**src/common/urxf_pkg.sv**
```systemverilog
// Constants and types shared by the receive path of the serial port.
// Assumes a single core clock domain; no bus, all controls are plain ports.
package urxf_pkg;

  // ----------------------------------------------------------------
  // Oversampling and framing
  // ----------------------------------------------------------------
  localparam int unsigned OS_RATE = 16;
  localparam logic [3:0] OS_LAST = 4'hf;
  localparam logic [3:0] OS_VOTE_PT = 4'h9;
  localparam logic [3:0] WORD_BITS_SHORT = 4'h8;
  localparam logic [3:0] WORD_BITS_LONG = 4'h9;
  localparam int unsigned WORD_W = 9;

  // ----------------------------------------------------------------
  // Receive FIFO
  // ----------------------------------------------------------------
  localparam int unsigned FIFO_DEPTH = 4;
  localparam logic [2:0] FIFO_FULL_CNT = 3'h4;
  localparam logic [8:0] WORD_RST = 9'h000;

  // ----------------------------------------------------------------
  // Baud prescale: slow mode stretches each oversample tick by four
  // ----------------------------------------------------------------
  localparam int unsigned PRESC_W = 18;
  localparam int unsigned BAUD_FAST_BIT = 0;

  // ----------------------------------------------------------------
  // Parity types
  // ----------------------------------------------------------------
  localparam logic [1:0] PAR_EVEN = 2'h0;
  localparam logic [1:0] PAR_ODD = 2'h1;
  localparam logic [1:0] PAR_MARK = 2'h2;
  localparam logic [1:0] PAR_SPACE = 2'h3;

  typedef enum logic [2:0] {
    URXF_OFF,
    URXF_WAIT_HIGH,
    URXF_HUNT,
    URXF_START,
    URXF_DATA,
    URXF_STOP1,
    URXF_STOP2
  } urxf_state_t;

endpackage

```
**src/hdl/urxf_receiver.sv**
```systemverilog
// Receive half of an asynchronous serial port with a four-word FIFO.
// Assumes all inputs synchronous to core_clk_i; status/data read strobes
// are single-cycle pulses from the surrounding register logic.
//
// Function
// - Serial bits enter the shift register least significant bit first.
// - FIFO holds four words while a fifth assembles in the shift register.
// - Word length, parity, stop bits and baud settings shape each frame.
// - Setting receive enable takes the pin and starts start-bit hunting.
// - Data-available flag while FIFO holds data; buffered count readable.
// - With interrupts enabled, request when FIFO reaches trigger level.
// - Data-available clears only after status read then data read.
// - Break is a framing error, complete after data plus stop bit times.
// - Break loads zero word, sets framing, available and idle flags.
// - After break, wait for high line before hunting next start.
// - Idle falls at start detection, rises at frame end; a rejected glitch start keeps it low.
// - Overrun also requests an interrupt when interrupts enabled.
// - Overrun sets flag, keeps FIFO, shift register gets overwritten.
// - Overrun flag clears on status access followed by data read.
// - Line is oversampled to recover bits and detect noise.
// - Noisy word still stored; noise flag rises with data-available.
// - Noise flag clears on status read followed by data read.
// - Sixteen-times oversampling with three-sample majority per bit.
// - Framing error if any expected stop bit samples low.
// - Parity error on mismatch with even, odd, mark or space type.
module urxf_receiver (
  input wire logic core_clk_i,
  input wire logic nrst_i,
  input wire logic serial_in_pin_i,
  input wire logic rx_enable_i,
  input wire logic word_len_sel_i,
  input wire logic parity_enable_i,
  input wire logic [1:0] parity_type_sel_i,
  input wire logic stop_count_sel_i,
  input wire logic [7:0] baud_div_high_i,
  input wire logic [7:0] baud_div_low_i,
  input wire logic [2:0] baud_mode_sel_i,
  input wire logic rx_irq_enable_i,
  input wire logic [1:0] fifo_trig_sel_i,
  input wire logic status_rd_i,
  input wire logic data_rd_i,
  output logic rx_pin_owned_o,
  output logic [8:0] rx_data_fifo_reg_o,
  output logic [2:0] rx_count_reg_o,
  output logic rx_avail_flag_o,
  output logic rx_idle_flag_o,
  output logic overrun_flag_o,
  output logic noise_flag_o,
  output logic framing_flag_o,
  output logic parity_flag_o,
  output logic rx_irq_o
);

  // ----------------------------------------------------------------
  // Oversample tick generator
  // ----------------------------------------------------------------
  logic [urxf_pkg::PRESC_W-1:0] presc_q;
  logic [urxf_pkg::PRESC_W-1:0] presc_lim;
  logic tick;
  assign presc_lim = baud_mode_sel_i[urxf_pkg::BAUD_FAST_BIT] ?
                     {2'h0, baud_div_high_i, baud_div_low_i} :
                     {baud_div_high_i, baud_div_low_i, 2'h3};
  assign tick = (presc_q >= presc_lim);

  always_ff @(posedge core_clk_i) begin
    if (!nrst_i || !rx_enable_i || tick) begin
      presc_q <= '0;
    end else begin
      presc_q <= presc_q + 1'b1;
    end
  end

  // ----------------------------------------------------------------
  // Receive state machine
  // ----------------------------------------------------------------
  urxf_pkg::urxf_state_t state_q;
  logic [3:0] os_q;
  logic [2:0] smp_q;
  logic [3:0] bit_idx_q;
  logic [8:0] shift_q;
  logic frame_noise_q;
  logic frame_ferr_q;
  logic vote;
  logic vote_noisy;
  logic at_vote;
  logic [3:0] word_bits;
  logic frame_done;
  logic frame_ferr;
  logic par_bit;
  logic data_xor;
  logic par_err;
  logic [8:0] data_word;
  // Majority of three samples around mid-bit
  assign vote = (smp_q[0] & smp_q[1]) | (smp_q[1] & smp_q[2]) | (smp_q[0] & smp_q[2]);
  assign vote_noisy = (smp_q != 3'h0) && (smp_q != 3'h7);
  assign at_vote = tick && (os_q == urxf_pkg::OS_VOTE_PT);
  assign word_bits = word_len_sel_i ? urxf_pkg::WORD_BITS_LONG : urxf_pkg::WORD_BITS_SHORT;

  // Any low stop bit is a framing error
  assign frame_ferr = frame_ferr_q | !vote;
  assign frame_done = at_vote &&
                      ((state_q == urxf_pkg::URXF_STOP2) ||
                       ((state_q == urxf_pkg::URXF_STOP1) && !stop_count_sel_i));

  always_ff @(posedge core_clk_i) begin
    if (!nrst_i) begin
      smp_q <= 3'h7;
    end else if (tick) begin
      smp_q <= {smp_q[1:0], serial_in_pin_i};
    end
  end

  always_ff @(posedge core_clk_i) begin
    if (!nrst_i || !rx_enable_i) begin
      // Dropping enable aborts the frame, the restart path after a stall
      state_q <= urxf_pkg::URXF_OFF;
      os_q <= 4'h0;
      bit_idx_q <= 4'h0;
    end else if (tick) begin
      os_q <= os_q + 1'b1;
      case (state_q)
        // Enable starts the hunt once line is high
        urxf_pkg::URXF_OFF: begin
          state_q <= urxf_pkg::URXF_WAIT_HIGH;
        end
        // Long low line is not a new start
        urxf_pkg::URXF_WAIT_HIGH: begin
          if (serial_in_pin_i) begin
            state_q <= urxf_pkg::URXF_HUNT;
          end
        end
        urxf_pkg::URXF_HUNT: begin
          os_q <= 4'h0;
          if (!serial_in_pin_i) begin
            state_q <= urxf_pkg::URXF_START;
            os_q <= 4'h1;
          end
        end
        urxf_pkg::URXF_START: begin
          // A start bit that votes high was a glitch
          if (at_vote && vote) begin
            state_q <= urxf_pkg::URXF_HUNT;
          end else if (os_q == urxf_pkg::OS_LAST) begin
            state_q <= urxf_pkg::URXF_DATA;
            bit_idx_q <= 4'h0;
          end
        end
        urxf_pkg::URXF_DATA: begin
          if (os_q == urxf_pkg::OS_LAST) begin
            bit_idx_q <= bit_idx_q + 1'b1;
            if (bit_idx_q == word_bits - 1'b1) begin
              state_q <= urxf_pkg::URXF_STOP1;
            end
          end
        end
        urxf_pkg::URXF_STOP1: begin
          if (at_vote) begin
            state_q <= stop_count_sel_i ? urxf_pkg::URXF_STOP2 : urxf_pkg::URXF_WAIT_HIGH;
            os_q <= stop_count_sel_i ? 4'ha : 4'h0;
          end
        end
        // Frame ends after set bit count, however long the break
        urxf_pkg::URXF_STOP2: begin
          if (at_vote) begin
            state_q <= urxf_pkg::URXF_WAIT_HIGH;
          end
        end
        default: begin
          state_q <= urxf_pkg::URXF_OFF;
        end
      endcase
    end
  end

  always_ff @(posedge core_clk_i) begin
    // New frame overwrites the unsaved word
    if (!nrst_i || (tick && state_q == urxf_pkg::URXF_START)) begin
      shift_q <= urxf_pkg::WORD_RST;
    end else if (at_vote && state_q == urxf_pkg::URXF_DATA) begin
      shift_q[bit_idx_q] <= vote;
    end
  end

  always_ff @(posedge core_clk_i) begin
    if (!nrst_i || (tick && state_q == urxf_pkg::URXF_HUNT)) begin
      frame_noise_q <= 1'b0;
      frame_ferr_q <= 1'b0;
    end else if (at_vote) begin
      frame_noise_q <= frame_noise_q | vote_noisy;
      if (state_q == urxf_pkg::URXF_STOP1) begin
        frame_ferr_q <= !vote;
      end
    end
  end

  // ----------------------------------------------------------------
  // Parity check; parity occupies the top position of the word
  // ----------------------------------------------------------------
  assign par_bit = shift_q[word_bits - 1'b1];
  assign data_word = parity_enable_i ?
                     (shift_q & ~(9'h001 << (word_bits - 1'b1))) : shift_q;
  assign data_xor = ^data_word;

  always_comb begin
    case (parity_type_sel_i)
      urxf_pkg::PAR_EVEN: par_err = data_xor ^ par_bit;
      urxf_pkg::PAR_ODD: par_err = !(data_xor ^ par_bit);
      urxf_pkg::PAR_MARK: par_err = !par_bit;
      urxf_pkg::PAR_SPACE: par_err = par_bit;
      default: par_err = 1'b0;
    endcase
  end

  // ----------------------------------------------------------------
  // Receive FIFO
  // ----------------------------------------------------------------
  logic [8:0] fifo_mem [urxf_pkg::FIFO_DEPTH];
  logic [1:0] wr_ptr_q;
  logic [1:0] rd_ptr_q;
  logic [2:0] count_q;
  logic push;
  logic pop;
  logic overrun_ev;
  assign push = frame_done && (count_q != urxf_pkg::FIFO_FULL_CNT);
  assign overrun_ev = frame_done && (count_q == urxf_pkg::FIFO_FULL_CNT);
  assign pop = data_rd_i && (count_q != 3'h0);

  always_ff @(posedge core_clk_i) begin
    if (push) begin
      fifo_mem[wr_ptr_q] <= data_word;
    end
  end

  always_ff @(posedge core_clk_i) begin
    if (!nrst_i) begin
      wr_ptr_q <= 2'h0;
      rd_ptr_q <= 2'h0;
      count_q <= 3'h0;
    end else begin
      wr_ptr_q <= wr_ptr_q + {1'b0, push};
      rd_ptr_q <= rd_ptr_q + {1'b0, pop};
      count_q <= count_q + {2'h0, push} - {2'h0, pop};
    end
  end

  always_ff @(posedge core_clk_i) begin
    if (!nrst_i) begin
      rx_data_fifo_reg_o <= urxf_pkg::WORD_RST;
    end else if (pop) begin
      rx_data_fifo_reg_o <= fifo_mem[rd_ptr_q];
    end
  end

  // ----------------------------------------------------------------
  // Status flags; a set in the clearing cycle wins
  // ----------------------------------------------------------------
  logic armed_q;
  logic clr_seq;
  logic avail_q;
  logic ovr_q;
  logic noise_q;
  logic ferr_q;
  logic perr_q;
  logic idle_q;
  // Status access arms the clear; the following data read fires it
  assign clr_seq = armed_q && data_rd_i;

  always_ff @(posedge core_clk_i) begin
    if (!nrst_i) begin
      armed_q <= 1'b0;
    end else if (status_rd_i) begin
      armed_q <= 1'b1;
    end else if (data_rd_i) begin
      armed_q <= 1'b0;
    end
  end

  // Cleared only by the read sequence emptying the FIFO
  always_ff @(posedge core_clk_i) begin
    if (!nrst_i) begin
      avail_q <= 1'b0;
    end else if (push) begin
      avail_q <= 1'b1;
    end else if (clr_seq && count_q == 3'h1) begin
      avail_q <= 1'b0;
    end
  end

  // Overrun set and cleared by read sequence
  always_ff @(posedge core_clk_i) begin
    if (!nrst_i) begin
      ovr_q <= 1'b0;
    end else if (overrun_ev) begin
      ovr_q <= 1'b1;
    end else if (clr_seq) begin
      ovr_q <= 1'b0;
    end
  end

  always_ff @(posedge core_clk_i) begin
    if (!nrst_i) begin
      noise_q <= 1'b0;
    end else if (push && frame_noise_q) begin
      noise_q <= 1'b1;
    end else if (clr_seq) begin
      noise_q <= 1'b0;
    end
  end

  // Break word lands with framing flag set
  always_ff @(posedge core_clk_i) begin
    if (!nrst_i) begin
      ferr_q <= 1'b0;
      perr_q <= 1'b0;
    end else if (push) begin
      ferr_q <= ferr_q | frame_ferr;
      perr_q <= perr_q | (parity_enable_i & par_err);
    end else if (clr_seq) begin
      ferr_q <= 1'b0;
      perr_q <= 1'b0;
    end
  end

  always_ff @(posedge core_clk_i) begin
    if (!nrst_i) begin
      idle_q <= 1'b1;
    end else if (tick && state_q == urxf_pkg::URXF_HUNT && !serial_in_pin_i) begin
      idle_q <= 1'b0;
    end else if (frame_done || !rx_enable_i) begin
      idle_q <= 1'b1;
    end
  end

  // ----------------------------------------------------------------
  // Outputs
  // ----------------------------------------------------------------
  logic [2:0] trig_lvl;
  assign trig_lvl = {1'b0, fifo_trig_sel_i} + 3'h1;
  assign rx_pin_owned_o = rx_enable_i;
  assign rx_count_reg_o = count_q;
  assign rx_avail_flag_o = avail_q;
  assign rx_idle_flag_o = idle_q;
  assign overrun_flag_o = ovr_q;
  assign noise_flag_o = noise_q;
  assign framing_flag_o = ferr_q;
  assign parity_flag_o = perr_q;
  assign rx_irq_o = rx_irq_enable_i & ((count_q >= trig_lvl) | ovr_q);

endmodule // urxf_receiver

```
**config.mk**
```make
export PLATFORM = sky130hd
export DESIGN_NAME = urxf_receiver
export DESIGN_NICKNAME = d
export VERILOG_FILES = /design/src/common/urxf_pkg.sv /design/src/hdl/urxf_receiver.sv
export SDC_FILE = /design/constraint.sdc
export NUM_CORES = 1
export LEC_CHECK = 0
export BUFFER_PORTS_ARGS = -buffer_cell sky130_fd_sc_hd__buf_2
export CORE_ASPECT_RATIO = 1.1
export CORE_MARGIN = 3
export CORE_UTILIZATION = 50
export DETAILED_ROUTE_END_ITERATION = 8
export PLACE_DENSITY = 0.72
export SLEW_MARGIN = 0
export SYNTH_ARGS = -nofsm -noshare
export SYNTH_HDL_FRONTEND = slang
export SYNTH_SLANG_ARGS = --single-unit
```
**constraint.sdc**
```tcl
create_clock -name core_clk_i -period 3.5 [get_ports core_clk_i]
set_input_delay 0.175 -clock core_clk_i [delete_from_list [all_inputs] [get_ports core_clk_i]]
set_output_delay 0.175 -clock core_clk_i [all_outputs]
set_load 0.1 [all_outputs]
```
==> metrics.txt <==
# TYPE chip_impl_metric gauge
chip_impl_info{name="result_of_the_run",value="completed"} 1
chip_impl_info{name="worst_setup_path_end_kind",value="flop"} 1
chip_impl_metric{name="setup-violations-final",unit=""} 0
chip_impl_metric{name="area_of_the_placeable_core",unit="um2"} 10100
chip_impl_metric{name="portion_of_synthesized_cell_area_occupied_by_the_leading_cell_type",unit="%"} 25.1
chip_impl_metric{name="remaining_drc_errors",unit=""} 0
chip_impl_metric{name="grt_first_pass_wirelength",unit="mm"} 17.1
chip_impl_metric{name="pwr-share-clk",unit="%"} 36.1
chip_impl_metric{name="fill_cells",unit=""} 895
chip_impl_metric{name="final-max-slew-violation-count",unit=""} 0
chip_impl_metric{name="antenna_found_initial",unit=""} 0
chip_impl_metric{name="fin_skew",unit="ns"} 0.0170
chip_impl_metric{name="routed_wl",unit="mm"} 10.1
chip_impl_metric{name="worst-endpoint-required",unit="ns"} 3.78
chip_impl_metric{name="stdcell_count",unit=""} 703
chip_impl_metric{name="total_leakage_power",unit="nW"} 2.32
chip_impl_metric{name="seq_area_frac_synth",unit="%"} 45.6
chip_impl_metric{name="floorplan.initialDensity",unit="%"} 52.2
chip_impl_metric{name="relSlewSlack",unit="%"} 43.2
chip_impl_metric{name="dp.final_hpwl",unit="mm"} 7.60
chip_impl_metric{name="grt_pass1_vias",unit=""} 3736
chip_impl_metric{name="switching_power",unit="mW"} 0.524
chip_impl_metric{name="critical_path_peak_fanout",unit=""} 5
chip_impl_info{name="worst_hold_path_type",value="input port to flop"} 1
chip_impl_info{name="netlist.top_cell.by_area",value="dfxtp_1"} 1
chip_impl_metric{name="cts.path.max_buffers",unit=""} 2
chip_impl_metric{name="postSynthAreaPerCell",unit="um2"} 10.3
chip_impl_metric{name="total_count_of_hold_check_failures_in_the_final_report",unit=""} 0
chip_impl_metric{name="num-nets-final",unit=""} 625
chip_impl_metric{name="gr-usage-met3",unit="%"} 2.55
chip_impl_metric{name="grt_start_max_net_pins",unit=""} 32
chip_impl_metric{name="clock_sink_count",unit=""} 102
chip_impl_metric{name="route.antenna.remaining_nets",unit=""} 0
chip_impl_metric{name="pwr-share-comb",unit="%"} 5.0
chip_impl_metric{name="multi_input_comb_area",unit="um2"} 2670
chip_impl_metric{name="yosys_warnings",unit=""} 0
chip_impl_metric{name="cell_count_after_placement",unit=""} 686
chip_impl_metric{name="p_int",unit="mW"} 1.55
chip_impl_info{name="dominant_cell_by_count_in_the_synthesized_netlist",value="dfxtp_1"} 1
chip_impl_info{name="top_usage_layer",value="met2"} 1
chip_impl_metric{name="gpl.final_weighted_congestion",unit=""} 0.827
chip_impl_metric{name="globalRouteMet1Util",unit="%"} 21.1
chip_impl_info{name="leading_post_synthesis_cells_by_instance_count",value="dfxtp_1 (66), nand2_1 (45), nor2_1 (43)"} 1
chip_impl_metric{name="grt_overflow_total",unit=""} 0
chip_impl_info{name="yosys_most_used_dff",value="dfxtp_1"} 1
chip_impl_metric{name="share_of_layout_cells_above_drive_strength_1",unit="%"} 17.4
chip_impl_metric{name="dr_total_vias",unit=""} 3863
chip_impl_metric{name="mappedNetlistNets",unit=""} 578
chip_impl_metric{name="portion_of_the_clock_cycle_consumed_by_the_worst_path_in_the_final_layout",unit="%"} 89.4
chip_impl_metric{name="chipWidth",unit="um"} 104
chip_impl_metric{name="num_antenna_cells",unit=""} 0
chip_impl_metric{name="power.ir.vdd_worst",unit="uV"} 191
chip_impl_metric{name="htreeDepth",unit=""} 3
chip_impl_metric{name="seq_power_share",unit="%"} 58.9
chip_impl_info{name="unrepaired_setup_endpoints_after_global_routing",value="no"} 1
chip_impl_metric{name="slew_worst_pin",unit="ns"} 0.849
chip_impl_metric{name="maxClockFrequency",unit="MHz"} 320
chip_impl_metric{name="avgRoutedWirePerCell",unit="um"} 14.4
chip_impl_metric{name="post_dp_cell_area",unit="um2"} 5650
chip_impl_metric{name="power.density_cell_area",unit="nW/um2"} 353
chip_impl_metric{name="ff_latch_area",unit="um2"} 2400
chip_impl_metric{name="power.share.switching",unit="%"} 25.3
chip_impl_metric{name="fp-row-count",unit=""} 38
chip_impl_metric{name="grt.total_usage",unit="%"} 17.6
chip_impl_info{name="netlist_top_cells_area",value="dfxtp_1 (25%), edfxtp_1 (21%), ha_1 (7.8%)"} 1
chip_impl_metric{name="synth_edf_count",unit=""} 36
chip_impl_info{name="timing.setup.critical_path_class",value="flop to flop"} 1
chip_impl_metric{name="drtPass1Iterations",unit=""} 7
chip_impl_info{name="worstSetupStartpointType",value="flop"} 1
chip_impl_info{name="clock_tree.root_cell",value="clkbuf_8"} 1
chip_impl_metric{name="cts_buffers",unit=""} 9
chip_impl_metric{name="netlist-cell-type-count",unit=""} 64
chip_impl_metric{name="io_pins",unit=""} 53
chip_impl_metric{name="max_cap_viol_count",unit=""} 0
chip_impl_metric{name="finalWorstPathRequiredPeriod",unit="ns"} 3.13
chip_impl_metric{name="clk_latency_worst_skew_pair",unit="ns"} 0.38
chip_impl_metric{name="yosys_register_bits",unit=""} 102
chip_impl_metric{name="cp_data_arrival_time",unit="ns"} 3.41
chip_impl_metric{name="fp.dieH",unit="um"} 114
chip_impl_metric{name="setup-tns-final",unit="ns"} 0
chip_impl_metric{name="finish.instance_area",unit="um2"} 5870
chip_impl_metric{name="global_route.usage.met2",unit="%"} 31.9
chip_impl_metric{name="dieArea",unit="um2"} 11800
chip_impl_metric{name="io_buffer_count",unit=""} 50
chip_impl_metric{name="synthCells",unit=""} 511
chip_impl_metric{name="area_of_the_mapped_netlist",unit="um2"} 5260
chip_impl_metric{name="path_clk_slew",unit="ns"} 0.11
chip_impl_metric{name="flow.area_growth_from_synthesis",unit="%"} 11.5
chip_impl_metric{name="ys_async_sr_fraction",unit="%"} 0
chip_impl_metric{name="detail_route.iter0.violations",unit=""} 238
chip_impl_info{name="cts_tree",value="yes"} 1
chip_impl_metric{name="avgViaCountPerCell",unit=""} 5.50
## flip-flops by register name (all words and copies together), names as in the netlist, 4 cells and up
signal / count
fifo_mem: 36
bit_idx_q: 4
rx_data_fifo_reg_o: 9
os_q: 4
shift_q: 9
presc_q: 18
## power by group through the flow
| stage | Clock (mW) | Combinational [mW] | Sequential, mW |
|---|---|---|---|
| floorplan | 0 | 0.0674 | 1.25 |
| global placement | 0 | 0.0987 | 1.25 |
| detailed placement | 0 | 0.104 | 1.25 |
| CTS | 0.767 | 0.105 | 1.22 |
| global route | 0.816 | 0.117 | 1.22 |
| finish | 0.748 | 0.104 | 1.22 |
## routing by layer
metal | vias to the layer above | wire length (um)
li1 | 1946 | -
met1 | 1821 | 4470
met2 | 83 | 5080
met3 | 13 | 406
met4 | 0 | 188
met5 | - | 0
## worst paths after layout
kind | slack [ns] | start | cells past startpoint | endpoint
setup / recovery | 0.37 | presc_q[5] | 15 | rx_count_reg_o[2]
hold / removal | 0.1 | parity_enable_i | 3 | parity_flag_o
setup reg to reg | 0.37 | presc_q[5] | 15 | rx_count_reg_o[2]
hold reg to reg | 0.46 | rx_data_fifo_reg_o[2] | 2 | rx_data_fifo_reg_o[2]
## metrics by stage
step	power (mW)	util [%]	hold WS, ns	setup WS (ns)
after floorplan	1.31	-	0.299	0.0146
after global placement	1.35	56.1	0.383	0.217
after detailed placement	1.35	56.1	0.392	0.145
after CTS	2.09	58.2	0.0796	0.390
after global routing	2.15	58.2	0.115	0.146
final	2.07	58.2	0.0971	0.372
## worst max-delay path, cell delays in order (launching register included)
cell and delay [ns]:
dfxtp_1 0.43, ha_1 0.29, a211oi_2 0.20, o21ai_1 0.10
a221o_1 0.37, o211ai_4 0.19, nand2_2 0.12, nand2_2 0.10
ha_1 0.22, inv_1 0.05, ha_1 0.12, inv_1 0.04
fa_1 0.37, xnor2_1 0.14, xnor2_1 0.13, and2_1 0.15
## cell usage in the layout, fill, tap and decap left out, drive strengths merged, types with 3 or more instances in the layout
master	netlist	final
and4	7	7
a21o	3	3
xor2	12	12
nand4	3	3
mux2i	17	17
a22oi	3	3
a21oi	22	22
ha	33	33
nor3	12	12
edfxtp	36	36
and3	6	6
a311oi	4	4
nand2	46	46
dfxtp	66	66
o21ai	15	15
clkinv	1	4
mux4	9	9
xnor2	17	17
nand3	19	19
o21a	3	3
inv	16	20
o31ai	5	5
nand2b	12	12
a21boi	13	13
and2	9	9
o211ai	5	5
nor2b	11	11
nor2	43	43
clkbuf	18	9
buf	9	62
a31oi	7	7
## cell type report
type                            count  share of cell area [%]
Tap cell                          140                    2.99
Inverter                           17                    1.09
Clock inverter                      7                    1.39
Sequential cell                   102                    40.9
Timing Repair Buffer               63                    5.97
Multi-Input combinational cell    365                    45.5
Clock buffer                        9                    2.11
## cell families (layout without fill, tap and decap cells)
kind of cell,count (synthesis),in the layout,share of synthesized area [%]
AOI/OAI and AO/OA,96,96,13.3
xor gates and xnor gates,29,29,4.83
adders and majority gates,34,34,8.23
buffers and inverters,44,96,3.66
DFF,102,102,45.6
muxes,26,26,7.08
and+or+nand+nor,180,180,17.2
## what timing repair did
item,CTS,global route
setup buffers,0,0
hold buffers,1,0
hold endpoints to repair,1,0
resized for setup,0,0
Note: power is estimated with default switching activity, not from simulation.
